## src/verilog/deframer_ctrl_pkg.sv

```systemverilog
package deframer_ctrl_pkg;

  // ----------------------------------------------------------------
  // Widths
  // ----------------------------------------------------------------
  localparam int ADDR_W = 12;
  localparam int DATA_W = 8;
  localparam int LANES  = 8;

  // ----------------------------------------------------------------
  // Register offsets
  // ----------------------------------------------------------------
  localparam logic [ADDR_W-1:0] ADDR_LANE_SYNC = 12'h473;
  localparam logic [ADDR_W-1:0] ADDR_CTRL_A    = 12'h475;
  localparam logic [ADDR_W-1:0] ADDR_CTRL_B    = 12'h476;

  // ----------------------------------------------------------------
  // Field positions, control A
  // ----------------------------------------------------------------
  localparam int A_RX_DISABLE  = 7;
  localparam int A_REPL_DIS    = 6;
  localparam int A_SOFT_RESET  = 3;
  localparam int A_FORCE_SYNC  = 2;
  localparam int A_FRAME_REPL  = 0;

  // ----------------------------------------------------------------
  // Field positions, control B
  // ----------------------------------------------------------------
  localparam int B_ERR_QUALIFY = 4;
  localparam int B_DESCRAMBLE  = 3;
  localparam int B_POST_SYNC   = 2;
  localparam int B_OMIT_ALIGN  = 1;

  // ----------------------------------------------------------------
  // Reset values and writable masks (reserved bits read zero)
  // ----------------------------------------------------------------
  localparam logic [DATA_W-1:0] CTRL_A_RESET = 8'h01;
  localparam logic [DATA_W-1:0] CTRL_B_RESET = 8'h14;
  localparam logic [DATA_W-1:0] CTRL_A_MASK  = 8'hCD;
  localparam logic [DATA_W-1:0] CTRL_B_MASK  = 8'h1E;
  localparam logic [DATA_W-1:0] ZERO_BYTE    = 8'h00;
  localparam logic [LANES-1:0]  LANES_LOST   = 8'h00;

  // ----------------------------------------------------------------
  // Control characters
  // ----------------------------------------------------------------
  localparam logic [DATA_W-1:0] CHAR_K = 8'hBC;
  localparam logic [DATA_W-1:0] CHAR_R = 8'h1C;
  localparam logic [DATA_W-1:0] CHAR_A = 8'h7C;
  localparam logic [DATA_W-1:0] CHAR_F = 8'hFC;

  // ----------------------------------------------------------------
  // Post code group sync checker states
  // ----------------------------------------------------------------
  typedef enum logic [1:0] {
    CG_WAIT   = 2'b00,
    CG_SYNCED = 2'b01,
    CG_SEEN_K = 2'b10
  } cg_state_e;

  function automatic logic is_ctrl(input logic [DATA_W-1:0] ch,
                                   input logic              k,
                                   input logic [DATA_W-1:0] code);
    is_ctrl = k && (ch == code);
  endfunction : is_ctrl

endpackage : deframer_ctrl_pkg

```

## src/verilog/char_replace.sv

```systemverilog
`timescale 1ns/100ps

module char_replace (
  input  wire logic       clk_i,
  input  wire logic       rst_i,
  input  wire logic       flush_i,
  input  wire logic [7:0] char_i,
  input  wire logic       is_k_i,
  input  wire logic       valid_i,
  input  wire logic       end_frame_i,
  input  wire logic       end_multiframe_i,
  input  wire logic       frame_err_i,
  input  wire logic       repl_disable_i,
  input  wire logic       frame_repl_i,
  output logic      [7:0] char_o,
  output logic            is_k_o,
  output logic            valid_o
);

  logic [7:0] last_char;
  logic       align_hit;
  logic       err_hit;

  // ----------------------------------------------------------------
  // Substitution decode
  // ----------------------------------------------------------------
  always_comb begin
    align_hit = !repl_disable_i &&
      ((end_frame_i &&
        deframer_ctrl_pkg::is_ctrl(char_i, is_k_i,
                                   deframer_ctrl_pkg::CHAR_F)) ||
       (end_multiframe_i &&
        deframer_ctrl_pkg::is_ctrl(char_i, is_k_i,
                                   deframer_ctrl_pkg::CHAR_A)));
    err_hit = frame_repl_i && frame_err_i;
  end

  // ----------------------------------------------------------------
  // Output stage; the previous good octet stands in for a replaced one
  // ----------------------------------------------------------------
  always_ff @(posedge clk_i) begin
    if (rst_i || flush_i) begin
      char_o    <= deframer_ctrl_pkg::ZERO_BYTE;
      is_k_o    <= 1'b0;
      valid_o   <= 1'b0;
      last_char <= deframer_ctrl_pkg::ZERO_BYTE;
    end else begin
      valid_o <= valid_i;
      if (valid_i && (align_hit || err_hit)) begin
        char_o <= last_char;
        is_k_o <= 1'b0;
      end else begin
        char_o <= char_i;
        is_k_o <= is_k_i;
        if (valid_i && !is_k_i) begin
          last_char <= char_i;
        end
      end
    end
  end

endmodule : char_replace

```

## src/verilog/serial_link_deframer_ctrl_status.sv

```systemverilog
`timescale 1ns/100ps

// Summary of operation
// - Per-lane alignment sync status, bit n lane n
// - Receiver disable bit stops deframer reception
// - Replacement disable bit stops end character substitution
// - Otherwise substitute /A/ and /F/ at ends
// - Soft reset bit holds deframer, zero runs
// - Force bit asserts sync request toward transmitter
// - Errored frames replaced when enable set, default on
// - Qualify bit lets not-in-table mask disparity error
// - Post-sync select bit chooses behaviour, default one
// - Select one: /K/ then non /R/ /K/ requests sync
// - Omit alignment: user data directly after sync
module serial_link_deframer_ctrl_status (
  input  wire logic        clk_i,
  input  wire logic        rst_i,
  // Register port
  input  wire logic [11:0] reg_addr_i,
  input  wire logic [7:0]  reg_wdata_i,
  input  wire logic        reg_wr_i,
  input  wire logic        reg_rd_i,
  output logic      [7:0]  reg_rdata_o,
  // Lane status from the lane front ends
  input  wire logic [7:0]  lane_alignment_sync_i,
  input  wire logic        code_group_sync_i,
  // Received character stream
  input  wire logic [7:0]  rx_char_i,
  input  wire logic        rx_is_k_i,
  input  wire logic        rx_valid_i,
  input  wire logic        end_frame_i,
  input  wire logic        end_multiframe_i,
  input  wire logic        frame_err_i,
  input  wire logic        not_in_table_error_i,
  input  wire logic        disparity_error_i,
  // Outputs
  output logic      [7:0]  user_char_o,
  output logic             user_is_k_o,
  output logic             user_valid_o,
  output logic             disparity_error_o,
  output logic             sync_request_out_o,
  output logic             deframer_reset_o,
  output logic             descrambler_option_o
);

  logic [7:0]                      deframer_control_a;
  logic [7:0]                      deframer_control_b;
  logic [7:0]                      lane_alignment_sync_status;
  deframer_ctrl_pkg::cg_state_e    cg_state;
  deframer_ctrl_pkg::cg_state_e    next_cg_state;
  logic                            soft_reset;
  logic                            rx_active;
  logic                            k_violation;
  logic                            data_phase;
  logic                            stream_valid;
  logic                            char_valid;

  // ----------------------------------------------------------------
  // Control field decode
  // ----------------------------------------------------------------
  always_comb begin
    soft_reset = deframer_control_a[deframer_ctrl_pkg::A_SOFT_RESET];
    rx_active  = !soft_reset &&
                 !deframer_control_a[deframer_ctrl_pkg::A_RX_DISABLE];
    char_valid = rx_valid_i && rx_active;
  end

  // ----------------------------------------------------------------
  // Register writes
  // ----------------------------------------------------------------
  // Configuration bits are meant to move only under soft reset; the
  // hardware does not police that, so a live change is taken as is.
  always_ff @(posedge clk_i) begin
    if (rst_i) begin
      deframer_control_a <= deframer_ctrl_pkg::CTRL_A_RESET;
    end else if (reg_wr_i &&
                 reg_addr_i == deframer_ctrl_pkg::ADDR_CTRL_A) begin
      deframer_control_a <= reg_wdata_i & deframer_ctrl_pkg::CTRL_A_MASK;
    end
  end

  always_ff @(posedge clk_i) begin
    if (rst_i) begin
      deframer_control_b <= deframer_ctrl_pkg::CTRL_B_RESET;
    end else if (reg_wr_i &&
                 reg_addr_i == deframer_ctrl_pkg::ADDR_CTRL_B) begin
      deframer_control_b <= reg_wdata_i & deframer_ctrl_pkg::CTRL_B_MASK;
    end
  end

  // ----------------------------------------------------------------
  // Lane alignment sync status
  // ----------------------------------------------------------------
  always_ff @(posedge clk_i) begin
    if (rst_i || soft_reset) begin
      lane_alignment_sync_status <= deframer_ctrl_pkg::LANES_LOST;
    end else begin
      lane_alignment_sync_status <= lane_alignment_sync_i;
    end
  end

  // ----------------------------------------------------------------
  // Register reads, one cycle after the strobe
  // ----------------------------------------------------------------
  always_ff @(posedge clk_i) begin
    if (rst_i) begin
      reg_rdata_o <= deframer_ctrl_pkg::ZERO_BYTE;
    end else if (reg_rd_i) begin
      case (reg_addr_i)
        deframer_ctrl_pkg::ADDR_LANE_SYNC: begin
          reg_rdata_o <= lane_alignment_sync_status;
        end
        deframer_ctrl_pkg::ADDR_CTRL_A: begin
          reg_rdata_o <= deframer_control_a;
        end
        deframer_ctrl_pkg::ADDR_CTRL_B: begin
          reg_rdata_o <= deframer_control_b;
        end
        default: begin
          reg_rdata_o <= deframer_ctrl_pkg::ZERO_BYTE;
        end
      endcase
    end
  end

  // ----------------------------------------------------------------
  // Post code group sync checker
  // ----------------------------------------------------------------
  always_comb begin
    next_cg_state = cg_state;
    k_violation   = 1'b0;
    case (cg_state)
      deframer_ctrl_pkg::CG_WAIT: begin
        if (code_group_sync_i) begin
          next_cg_state = deframer_ctrl_pkg::CG_SYNCED;
        end
      end
      deframer_ctrl_pkg::CG_SYNCED: begin
        if (char_valid && deframer_ctrl_pkg::is_ctrl(rx_char_i, rx_is_k_i,
                                          deframer_ctrl_pkg::CHAR_K)) begin
          next_cg_state = deframer_ctrl_pkg::CG_SEEN_K;
        end
      end
      deframer_ctrl_pkg::CG_SEEN_K: begin
        if (char_valid && !deframer_ctrl_pkg::is_ctrl(rx_char_i, rx_is_k_i,
                                          deframer_ctrl_pkg::CHAR_K)) begin
          next_cg_state = deframer_ctrl_pkg::CG_SYNCED;
          k_violation   = !deframer_ctrl_pkg::is_ctrl(rx_char_i, rx_is_k_i,
                                          deframer_ctrl_pkg::CHAR_R);
        end
      end
      default: begin
        next_cg_state = deframer_ctrl_pkg::CG_WAIT;
      end
    endcase
    if (!code_group_sync_i) begin
      next_cg_state = deframer_ctrl_pkg::CG_WAIT;
    end
  end

  always_ff @(posedge clk_i) begin
    if (rst_i || !rx_active) begin
      cg_state <= deframer_ctrl_pkg::CG_WAIT;
    end else begin
      cg_state <= next_cg_state;
    end
  end

  // ----------------------------------------------------------------
  // Sync request toward the transmitter
  // ----------------------------------------------------------------
  always_ff @(posedge clk_i) begin
    if (rst_i) begin
      sync_request_out_o <= 1'b0;
    end else begin
      sync_request_out_o <=
        deframer_control_a[deframer_ctrl_pkg::A_FORCE_SYNC] ||
        (k_violation &&
         deframer_control_b[deframer_ctrl_pkg::B_POST_SYNC]);
    end
  end

  // ----------------------------------------------------------------
  // Error qualification
  // ----------------------------------------------------------------
  always_ff @(posedge clk_i) begin
    if (rst_i || !rx_active) begin
      disparity_error_o <= 1'b0;
    end else begin
      disparity_error_o <= rx_valid_i && disparity_error_i &&
        !(deframer_control_b[deframer_ctrl_pkg::B_ERR_QUALIFY] &&
          not_in_table_error_i);
    end
  end

  // ----------------------------------------------------------------
  // User data gating
  // ----------------------------------------------------------------
  // Alignment omission is only legal on a single lane; with several
  // lanes the full alignment must be seen before data counts. The logic
  // does not check the lane count: the omit bit alone passes data on code group sync.
  always_comb begin
    data_phase = code_group_sync_i &&
      (deframer_control_b[deframer_ctrl_pkg::B_OMIT_ALIGN] ||
       (&lane_alignment_sync_status));
    stream_valid = char_valid && data_phase;
  end

  char_replace u_char_replace (
    .clk_i            (clk_i),
    .rst_i            (rst_i),
    .flush_i          (!rx_active),
    .char_i           (rx_char_i),
    .is_k_i           (rx_is_k_i),
    .valid_i          (stream_valid),
    .end_frame_i      (end_frame_i),
    .end_multiframe_i (end_multiframe_i),
    .frame_err_i      (frame_err_i),
    .repl_disable_i   (deframer_control_a[deframer_ctrl_pkg::A_REPL_DIS]),
    .frame_repl_i     (deframer_control_a[deframer_ctrl_pkg::A_FRAME_REPL]),
    .char_o           (user_char_o),
    .is_k_o           (user_is_k_o),
    .valid_o          (user_valid_o)
  );

  // ----------------------------------------------------------------
  // Configuration outputs
  // ----------------------------------------------------------------
  always_ff @(posedge clk_i) begin
    if (rst_i) begin
      deframer_reset_o     <= 1'b0;
      descrambler_option_o <= 1'b0;
    end else begin
      deframer_reset_o     <= soft_reset;
      descrambler_option_o <=
        deframer_control_b[deframer_ctrl_pkg::B_DESCRAMBLE];
    end
  end

endmodule : serial_link_deframer_ctrl_status

```

## config.mk

```make
export PLATFORM = sky130hd
export DESIGN_NAME = serial_link_deframer_ctrl_status
export DESIGN_NICKNAME = d
export VERILOG_FILES = /design/src/verilog/deframer_ctrl_pkg.sv /design/src/verilog/char_replace.sv /design/src/verilog/serial_link_deframer_ctrl_status.sv
export SDC_FILE = /design/constraint.sdc
export NUM_CORES = 1
export LEC_CHECK = 0
export BUFFER_PORTS_ARGS = -buffer_cell sky130_fd_sc_hd__buf_4
export CORE_ASPECT_RATIO = 2
export CORE_MARGIN = 10
export CORE_UTILIZATION = 53
export DETAILED_ROUTE_END_ITERATION = 6
export PLACE_DENSITY = 0.84
export SYNTH_ARGS = -nofsm -noshare
export SYNTH_HDL_FRONTEND = slang
export SYNTH_HIERARCHICAL = 1
export SYNTH_SLANG_ARGS = --single-unit
export TNS_END_PERCENT = 50
```

## constraint.sdc

```tcl
create_clock -name clk_i -period 3.2 [get_ports clk_i]
set_clock_uncertainty 0.15 [all_clocks]
set_input_delay 0.48 -clock clk_i [delete_from_list [all_inputs] [get_ports clk_i]]
set_output_delay 0.48 -clock clk_i [all_outputs]
set_load 0.05 [all_outputs]
```

==> run metrics, run 1 <==
status finished, final reports clean; DR WL/cell 16.7 um; max-cap violations 0; measured slew at the worst slew-check pin 581 ps; Vias 1807; Post-Syn Instances 203; min Tclk post-route 2260 ps; die width 64.2 um; global-route track usage on met3 4.97%; CTS root buffer clkbuf_8; Fillers 300; CTS tree done; Flop pwr share 48.7%; Synth Cell Area 2070 sq um; port bufs 68; YS warnings 6; VDD IR max 0.507 mV; overall power 1290 uW; GRT busiest layer met2; GRT overflow 0; post-route ant nets 0; grt met1 use 13.2%; unrepaired setup endpoints after global routing no; Seq/Total Area, Yosys 47.3%; leading area contributor after synthesis dfxtp_1; critical path type reg -> reg; final WL 5.36 mm; Pleak 0.00116 uW; EDFF count, synth 0; CP arrival 2360 ps; Net Sw Frac 22.0%; Num Clock Sinks 49; num rows 32; Starting Density 54.5%; # DRC 0; largest cells by area after synthesis dfxtp_1 47%, mux2i_1 7.2%, nor2_1 3.4%, nor2b_1 3.3%, nand4b_1 3.0%; Distinct cells, synth 41; Seq cells post-synth 49; register area 981 sq um; syn avg cell area 10.2 sq um; drt pass-1 iters 4; Pwr Density 467 nW/um^2; Final setup viols 0; combinational power share 10.9%; ANT cells 0; Setup TNS 0 ps; Post CTS Setup Buffer Count 0; Pint 1000 uW; power share of the clock group 40.4%; GPL Wtd Cong 0.803; count leader, synth dfxtp_1; CP required 3300 ps; largest net degree at the start of global routing 26; clock buffer depth 2; Post-synth ARST share 0%; Die H 108 um; max-slew violations 0; vias per cell 5.61; Post-Syn Nets 251; GRT Total Usage 15.8%; Hold Fails Final Rpt 0; Worst Setup Slack, final 941 ps; normalized max-slew margin 61.1%; first-pass GRT wire length 8.87 mm; DR iter-0 viols 40; dpl ws 879 ps; fraction of layout cells with a size suffix above 1 33.2%; Hold Path Class in -> reg; Primary FF master, synth dfxtp_1; share of the synthesized area in the top cell type 47.3%; Final nets 318; Worst setup EP type register; multi-input logic area 1060 sq um; top cells by count, synth 49 x dfxtp_1, 19 x nor2_1, 15 x mux2i_1; CP Max Fanout 8; hpwl dp 4.37 mm; vias in the first global route 1966; initial antenna violation count 0; TritonCTS Buffers 5; routing usage on met2 31.0%; total die area 6970 sq um; cts hold-fix bufs 0; CP Launch Type register; Clock Latency Late Sink 300 ps; Net Switching 283 uW; Ports 70; PostCTS Resize Cnt 0; htree depth 2; Final period util 70.6%; Max Freq 443 MHz; core area 3800 sq um; area grow syn2layout 32.7%; CTS clk-pin slew, worst paths 90 ps
==> final cells by class <==
class | count | area share (%)
inverter | 1 | 0.136
tap | 51 | 2.32
clock buffer | 5 | 2.50
timing repair buffer | 68 | 18.5
clock inverter | 3 | 2.50
sequential | 49 | 35.6
multi-input combinational | 145 | 38.4
==> power groups by stage <==
stage	Combinational, uW	Clock, uW	Sequential, uW
finish	141	520	627
global route	151	546	628
CTS	141	532	627
floorplan	48.1	0	663
detailed placement	141	0	641
global placement	138	0	641
==> state kept, by name, summed over array words and instances (netlist names) <==
name / flops
lane_alignment_sync_status: 8
reg_rdata_o: 8
u_char_replace/char_o: 8
u_char_replace/last_char: 8
deframer_control_a: 5
deframer_control_b: 4
cg_state: 2
deframer_reset_o: 1
descrambler_option_o: 1
disparity_error_o: 1
sync_request_out_o: 1
u_char_replace/is_k_o: 1
u_char_replace/valid_o: 1
==> per-stage QoR <==
stage	cell area [sq um]	util (%)	hold slack, ps	cells
4_1_cts	2750	72.4	215	322
3_5_place_dp	2620	68.8	307	314
6_report	2750	72.4	219	322
5_1_grt	2750	72.4	215	322
3_3_place_gp	2620	68.8	299	314
2_1_floorplan	2070	-	289	203
==> worst paths after layout <==
kind | from | endpoint | slack [ps] | depth (start not counted)
hold / removal | lane_alignment_sync_i[1] | lane_alignment_sync_status[1] | 220 | 2
setup reg to reg | deframer_control_a[3] | u_char_replace/char_o[0] | 940 | 5
hold reg to reg | reg_rdata_o[7] | reg_rdata_o[7] | 320 | 2
setup / recovery | deframer_control_a[3] | u_char_replace/char_o[0] | 940 | 5
==> layout by cell type, fill, tap and decap left out, types with 2 or more instances in the layout <==
| cell | Yosys | routed |
|---|---|---|
| nor4_4 | 2 | 2 |
| a211o_1 | 3 | 3 |
| a21oi_1 | 12 | 12 |
| a22o_1 | 6 | 6 |
| or3b_2 | 2 | 2 |
| nand4_1 | 8 | 8 |
| mux2i_1 | 15 | 15 |
| bufinv_16 | 0 | 2 |
| dfxtp_1 | 49 | 49 |
| nor2b_1 | 11 | 11 |
| a32o_1 | 6 | 6 |
| nand3b_1 | 5 | 5 |
| nand2_1 | 3 | 3 |
| nor2_1 | 19 | 19 |
| buf_4 | 1 | 68 |
| clkbuf_8 | 0 | 5 |
| nand3_1 | 2 | 2 |
| nand2b_1 | 9 | 9 |
| a31oi_1 | 3 | 3 |
| and2_1 | 9 | 9 |
| nand4b_1 | 7 | 7 |
| a41oi_1 | 3 | 3 |
| or2_2 | 2 | 2 |
==> worst max-delay path, cell delays in order, from the launching register on <==
cell and delay, ps:
dfxtp_1 400, or2_2 330, nor2_1 470, and2_1 240, a21boi_2 410, a22o_2 210
==> cell families (layout without fill, tap and decap cells) <==
kind of cell	Yosys count	in the layout	synth area share, %
AO/OA/AOI/OAI	40	40	15.3
AND/OR/NAND/NOR	88	88	27.5
buffers and inverters	9	77	1.81
multiplexers	15	15	7.24
flip-flops	49	49	47.3
XOR/XNOR	2	2	0.845
==> layer usage <==
metal,wire length [um],vias to the layer above
met2,3080,65
li1,-,885
met3,327,15
met1,1770,842
met4,185,0
met5,0,-
(Power assumes the default switching activity.)
==> run 2: changes to the inputs <==
CORE_UTILIZATION = 45   (was 53)
PLACE_DENSITY = 0.76   (was 0.84)
clock period = 1.9 ns   (was 3.2 ns; I/O delays follow)
==> run 2 against run 1 <==
Compared with the run above: sequential share of layout area fell by 1.5 points; design area rose by 4.7%; via count rose by 5.0%; first-iteration DRC count rose by 53%; critical path type unchanged; sequential cell count did not move.
==> run metrics, run 2 (synthesis results as in run 1) <==
total die area 7890 sq um; largest net degree at the start of global routing 21; die width 68.0 um; Flop pwr share 50.7%; CTS clk-pin slew, worst paths 90 ps; GRT Total Usage 14.8%; Die H 116 um; Starting Density 46.9%; Net Sw Frac 23.3%; VDD IR max 0.570 mV; most common cell after layout, fill and taps aside buf_4; final WL 5.84 mm; slowest stage cell, crit path dfxtp_2; CTS tree done; Crit path max-delay family simple AND/OR/NAND/NOR gates; GPL Wtd Cong 0.782; Max Freq 567 MHz; Vias 1898; Net Switching 485 uW; max-cap violations 0; DR iter-0 viols 61; Buf+Inv Stages, Crit Path 2; max-slew violations 0; clock buffer depth 2; htree depth 2; port bufs 68; Pwr Density 723 nW/um^2; slowest cell delay on critical path 350 ps; CP Launch Type register; critical path type reg -> reg; CTS root buffer clkbuf_8; measured slew at the worst slew-check pin 438 ps; crit path cell chain buf_4 -> or2_2 -> nor2_2 -> and2_1 -> a21boi_2 -> buf_4 -> a22o_2; Ports 70; ANT cells 0; # DRC 0; fin util 65.2%; Hold Fails Final Rpt 0; post-route ant nets 0; core area 4420 sq um; Hold WS 22.8 ps; Worst setup EP type register; dpl ws -110 ps; normalized max-slew margin 70.7%; Pleak 0.00124 uW; vias per cell 5.55; unrepaired setup endpoints after global routing no; Clock Latency Late Sink 300 ps; vias in the first global route 1975; first-pass GRT wire length 9.12 mm; most frequent cell on the critical path buf_4; Hold Path Class in -> reg; status finished, final reports clean; DR WL/cell 17.1 um; area grow syn2layout 39.0%; power share of the clock group 37.4%; Pint 1600 uW; min Tclk post-route 1760 ps; Final setup viols 0; TritonCTS Buffers 5; Worst Setup Slack, final 137 ps; CP required 2000 ps; most frequent cells in the layout 85 x buf_4, 47 x dfxtp_1, 18 x nor2_1, 15 x mux2i_1, 12 x a21oi_1; drt pass-1 iters 4; initial antenna violation count 0; cts hold-fix bufs 0; Num Clock Sinks 49; Final period util 92.8%; num rows 34; CP arrival 1860 ps; combinational power share 12.0%; fraction of layout cells with a size suffix above 1 38.9%; Final nets 335; hpwl dp 4.71 mm; CP Max Fanout 5; GRT overflow 0
-- run 2: cell type report --
class / instances / area (sq um)
clock buffer: 6 / 82.6
tap: 54 / 67.6
multi-input combinational: 145 / 1070
timing repair buffer: 85 / 638
fill: 400 / 1540
clock inverter: 2 / 37.5
sequential: 49 / 983
inverter: 1 / 3.75
-- run 2: power by group through the flow --
stage	clock network, uW	logic, uW	registers (uW)
floorplan	0	81.1	1120
global placement	0	245	1080
detailed placement	0	249	1080
CTS	795	250	1060
global route	832	269	1060
finish	778	250	1060
-- run 2: timing repair --
action                                  CTS  global route
buffers inserted                          0             1
gates resized for setup                   0             5
endpoints found under the setup margin    0            11
-- run 2: metrics by stage --
step | total power (uW) | cell area (sq um) | instances | TNS (ps)
6_report | 2080 | 2880 | 342 | 0
5_1_grt | 2160 | 2880 | 342 | 0
4_1_cts | 2100 | 2860 | 341 | 0
3_5_place_dp | 1330 | 2740 | 333 | -829
3_3_place_gp | 1320 | 2740 | 333 | -550
2_1_floorplan | 1200 | 2070 | 203 | 0
-- run 2: final timing paths --
kind	start	to	slack, ps	depth (start not counted)
hold reg to reg	reg_rdata_o[0]	reg_rdata_o[0]	320	2
setup reg to reg	deframer_control_a[3]	u_char_replace/char_o[0]	140	7
setup / recovery	deframer_control_a[3]	u_char_replace/char_o[0]	140	7
hold / removal	not_in_table_error_i	disparity_error_o	20	2
-- run 2: routing by layer --
metal | wire, um | global-route usage (%) | up-vias
met3 | 434 | 4.64 | 8
met5 | 0 | 0 | -
met1 | 1900 | 13.0 | 911
met4 | 110 | 6.48 | 0
met2 | 3390 | 28.5 | 58
li1 | - | - | 921
==> run 3: changes to the inputs <==
PLACE_DENSITY = 0.79   (was 0.76)
==> run 3 against run 2 <==
Compared with the run above: via count is 0.37% higher; critical path depth down 3; first-iteration DRC count down 11%; power fell by 6.2%; register-to-register slack got worse by 96 ps; critical path type unchanged; largest power group unchanged.
==> run metrics, run 3 (synthesis results as in run 1) <==
CTS root buffer clkbuf_8; Final nets 336; FF-to-FF End u_char_replace/char_o[5]; port bufs 68; status finished, final reports clean; Pwr Density 683 nW/um^2; post-route design area 2860 sq um; Num Clock Sinks 49; num rows 34; reg2reg start deframer_control_a[6]; slowest stage cell, crit path or4_4; normalized max-slew margin 76.1%; reg-to-reg setup timing slack 40 ps; max-cap violations 0; vias per cell 5.55; reg2reg path depth 4; GRT Total Usage 15.0%; initial antenna violation count 0; Hold WS 26.5 ps; GPL Wtd Cong 0.823; TritonCTS Buffers 5; post-route ant nets 0; GRT overflow 0; DR iter-0 viols 54; Hold Path Class in -> reg; Vias 1905; slowest cell delay on critical path 550 ps; Hold Fails Final Rpt 0; worst hold path startpoint not_in_table_error_i; DR WL/cell 16.9 um; Setup TNS 0 ps; Final period util 97.9%; CP Launch Type register; measured slew at the worst slew-check pin 358 ps; dpl cell area 2750 sq um; hpwl dp 4.62 mm; Die H 116 um; Post CTS Setup Buffer Count 0; most common cell after layout, fill and taps aside buf_4; vias in the first global route 1934; largest net degree at the start of global routing 24; Final setup viols 0; Clock Latency Late Sink 300 ps; critical path type reg -> reg; Ports 70; total die area 7890 sq um; CTS tree done; worst min-delay path endpoint disparity_error_o; CP Max Fanout 7; Max Freq 538 MHz; Pleak 0.00124 uW; fraction of layout cells with a size suffix above 1 38.1%; VDD IR max 0.565 mV; crit path cell chain or2_0 -> or4_4 -> a21bo_4 -> a32o_1; CTS clk-pin slew, worst paths 90 ps; Crit path max-delay family simple AND/OR/NAND/NOR gates; final WL 5.79 mm; placed cells 335; # DRC 0; htree depth 2; CP required 1950 ps; most frequent cells in the layout 86 x buf_4, 49 x dfxtp_1, 19 x nor2_1, 15 x mux2i_1, 12 x a21oi_1; Starting Density 46.9%; area grow syn2layout 37.9%; Hold Path Depth 2; first-pass GRT wire length 9.21 mm; Worst setup EP type register; die width 68.0 um; core area 4420 sq um; fin util 64.7%; cts hold-fix bufs 0; clock buffer depth 2; min Tclk post-route 1860 ps; ANT cells 0; max-slew violations 0; final non-filler cell total 343; CP arrival 1910 ps; Buf+Inv Stages, Crit Path 0; drt pass-1 iters 4
[run 3: power breakdown]
part / switching [uW] / total [uW] / internal, uW
Combinational: 126 / 254 / 127
Sequential: 9.95 / 1060 / 1050
Clock: 349 / 645 / 296
[run 3: cell type report]
cell class / count / area [sq um]
inverter: 1 / 3.75
fill: 385 / 1560
sequential: 49 / 981
timing repair buffer: 86 / 646
multi-input combinational: 145 / 1070
tap: 54 / 67.6
clock inverter: 2 / 13.8
clock buffer: 6 / 82.6
[run 3: worst max-delay path by stage]
stage                               start                       end  slack (ps)  depth (start not counted)
global route        deframer_control_a[7]  u_char_replace/char_o[5]          -4                          7
detailed placement          reg_addr_i[9]     deframer_control_b[2]        -110                          6
floorplan                   reg_addr_i[9]     deframer_control_a[0]          30                          4
global placement            reg_addr_i[9]     deframer_control_b[4]         -80                          6
finish              deframer_control_a[6]  u_char_replace/char_o[5]          40                          4
CTS                 deframer_control_a[3]  u_char_replace/char_o[5]          40                          6
[run 3: worst register-to-register path, cell delays in order (launching register included)]
cell	delay [ps]
dfxtp_1	340
or2_0	200
or4_4	550
a21bo_4	260
a32o_1	260
[run 3: routing by layer]
| layer | global-route usage, % | share of wire (%) | vias to the layer above |
|---|---|---|---|
| met5 | 0 | 0 | - |
| met4 | 6.61 | 2.0 | 0 |
| met3 | 4.45 | 7.5 | 10 |
| met2 | 28.0 | 56 | 71 |
| met1 | 14.1 | 34 | 907 |
| li1 | - | - | 917 |
[run 3: per-stage QoR]
stage	setup slack [ps]	power (uW)
after floorplan	28.6	1200
after detailed placement	-105	1330
final	40.7	1960
after global routing	-3.79	2030
after CTS	39.1	1970
after global placement	-83.7	1330
[run 3: what timing repair did]
action / CTS / global route
endpoints found under the setup margin: 0 / 15
gates resized for setup: 0 / 2
hold endpoints to repair: 0 / 0
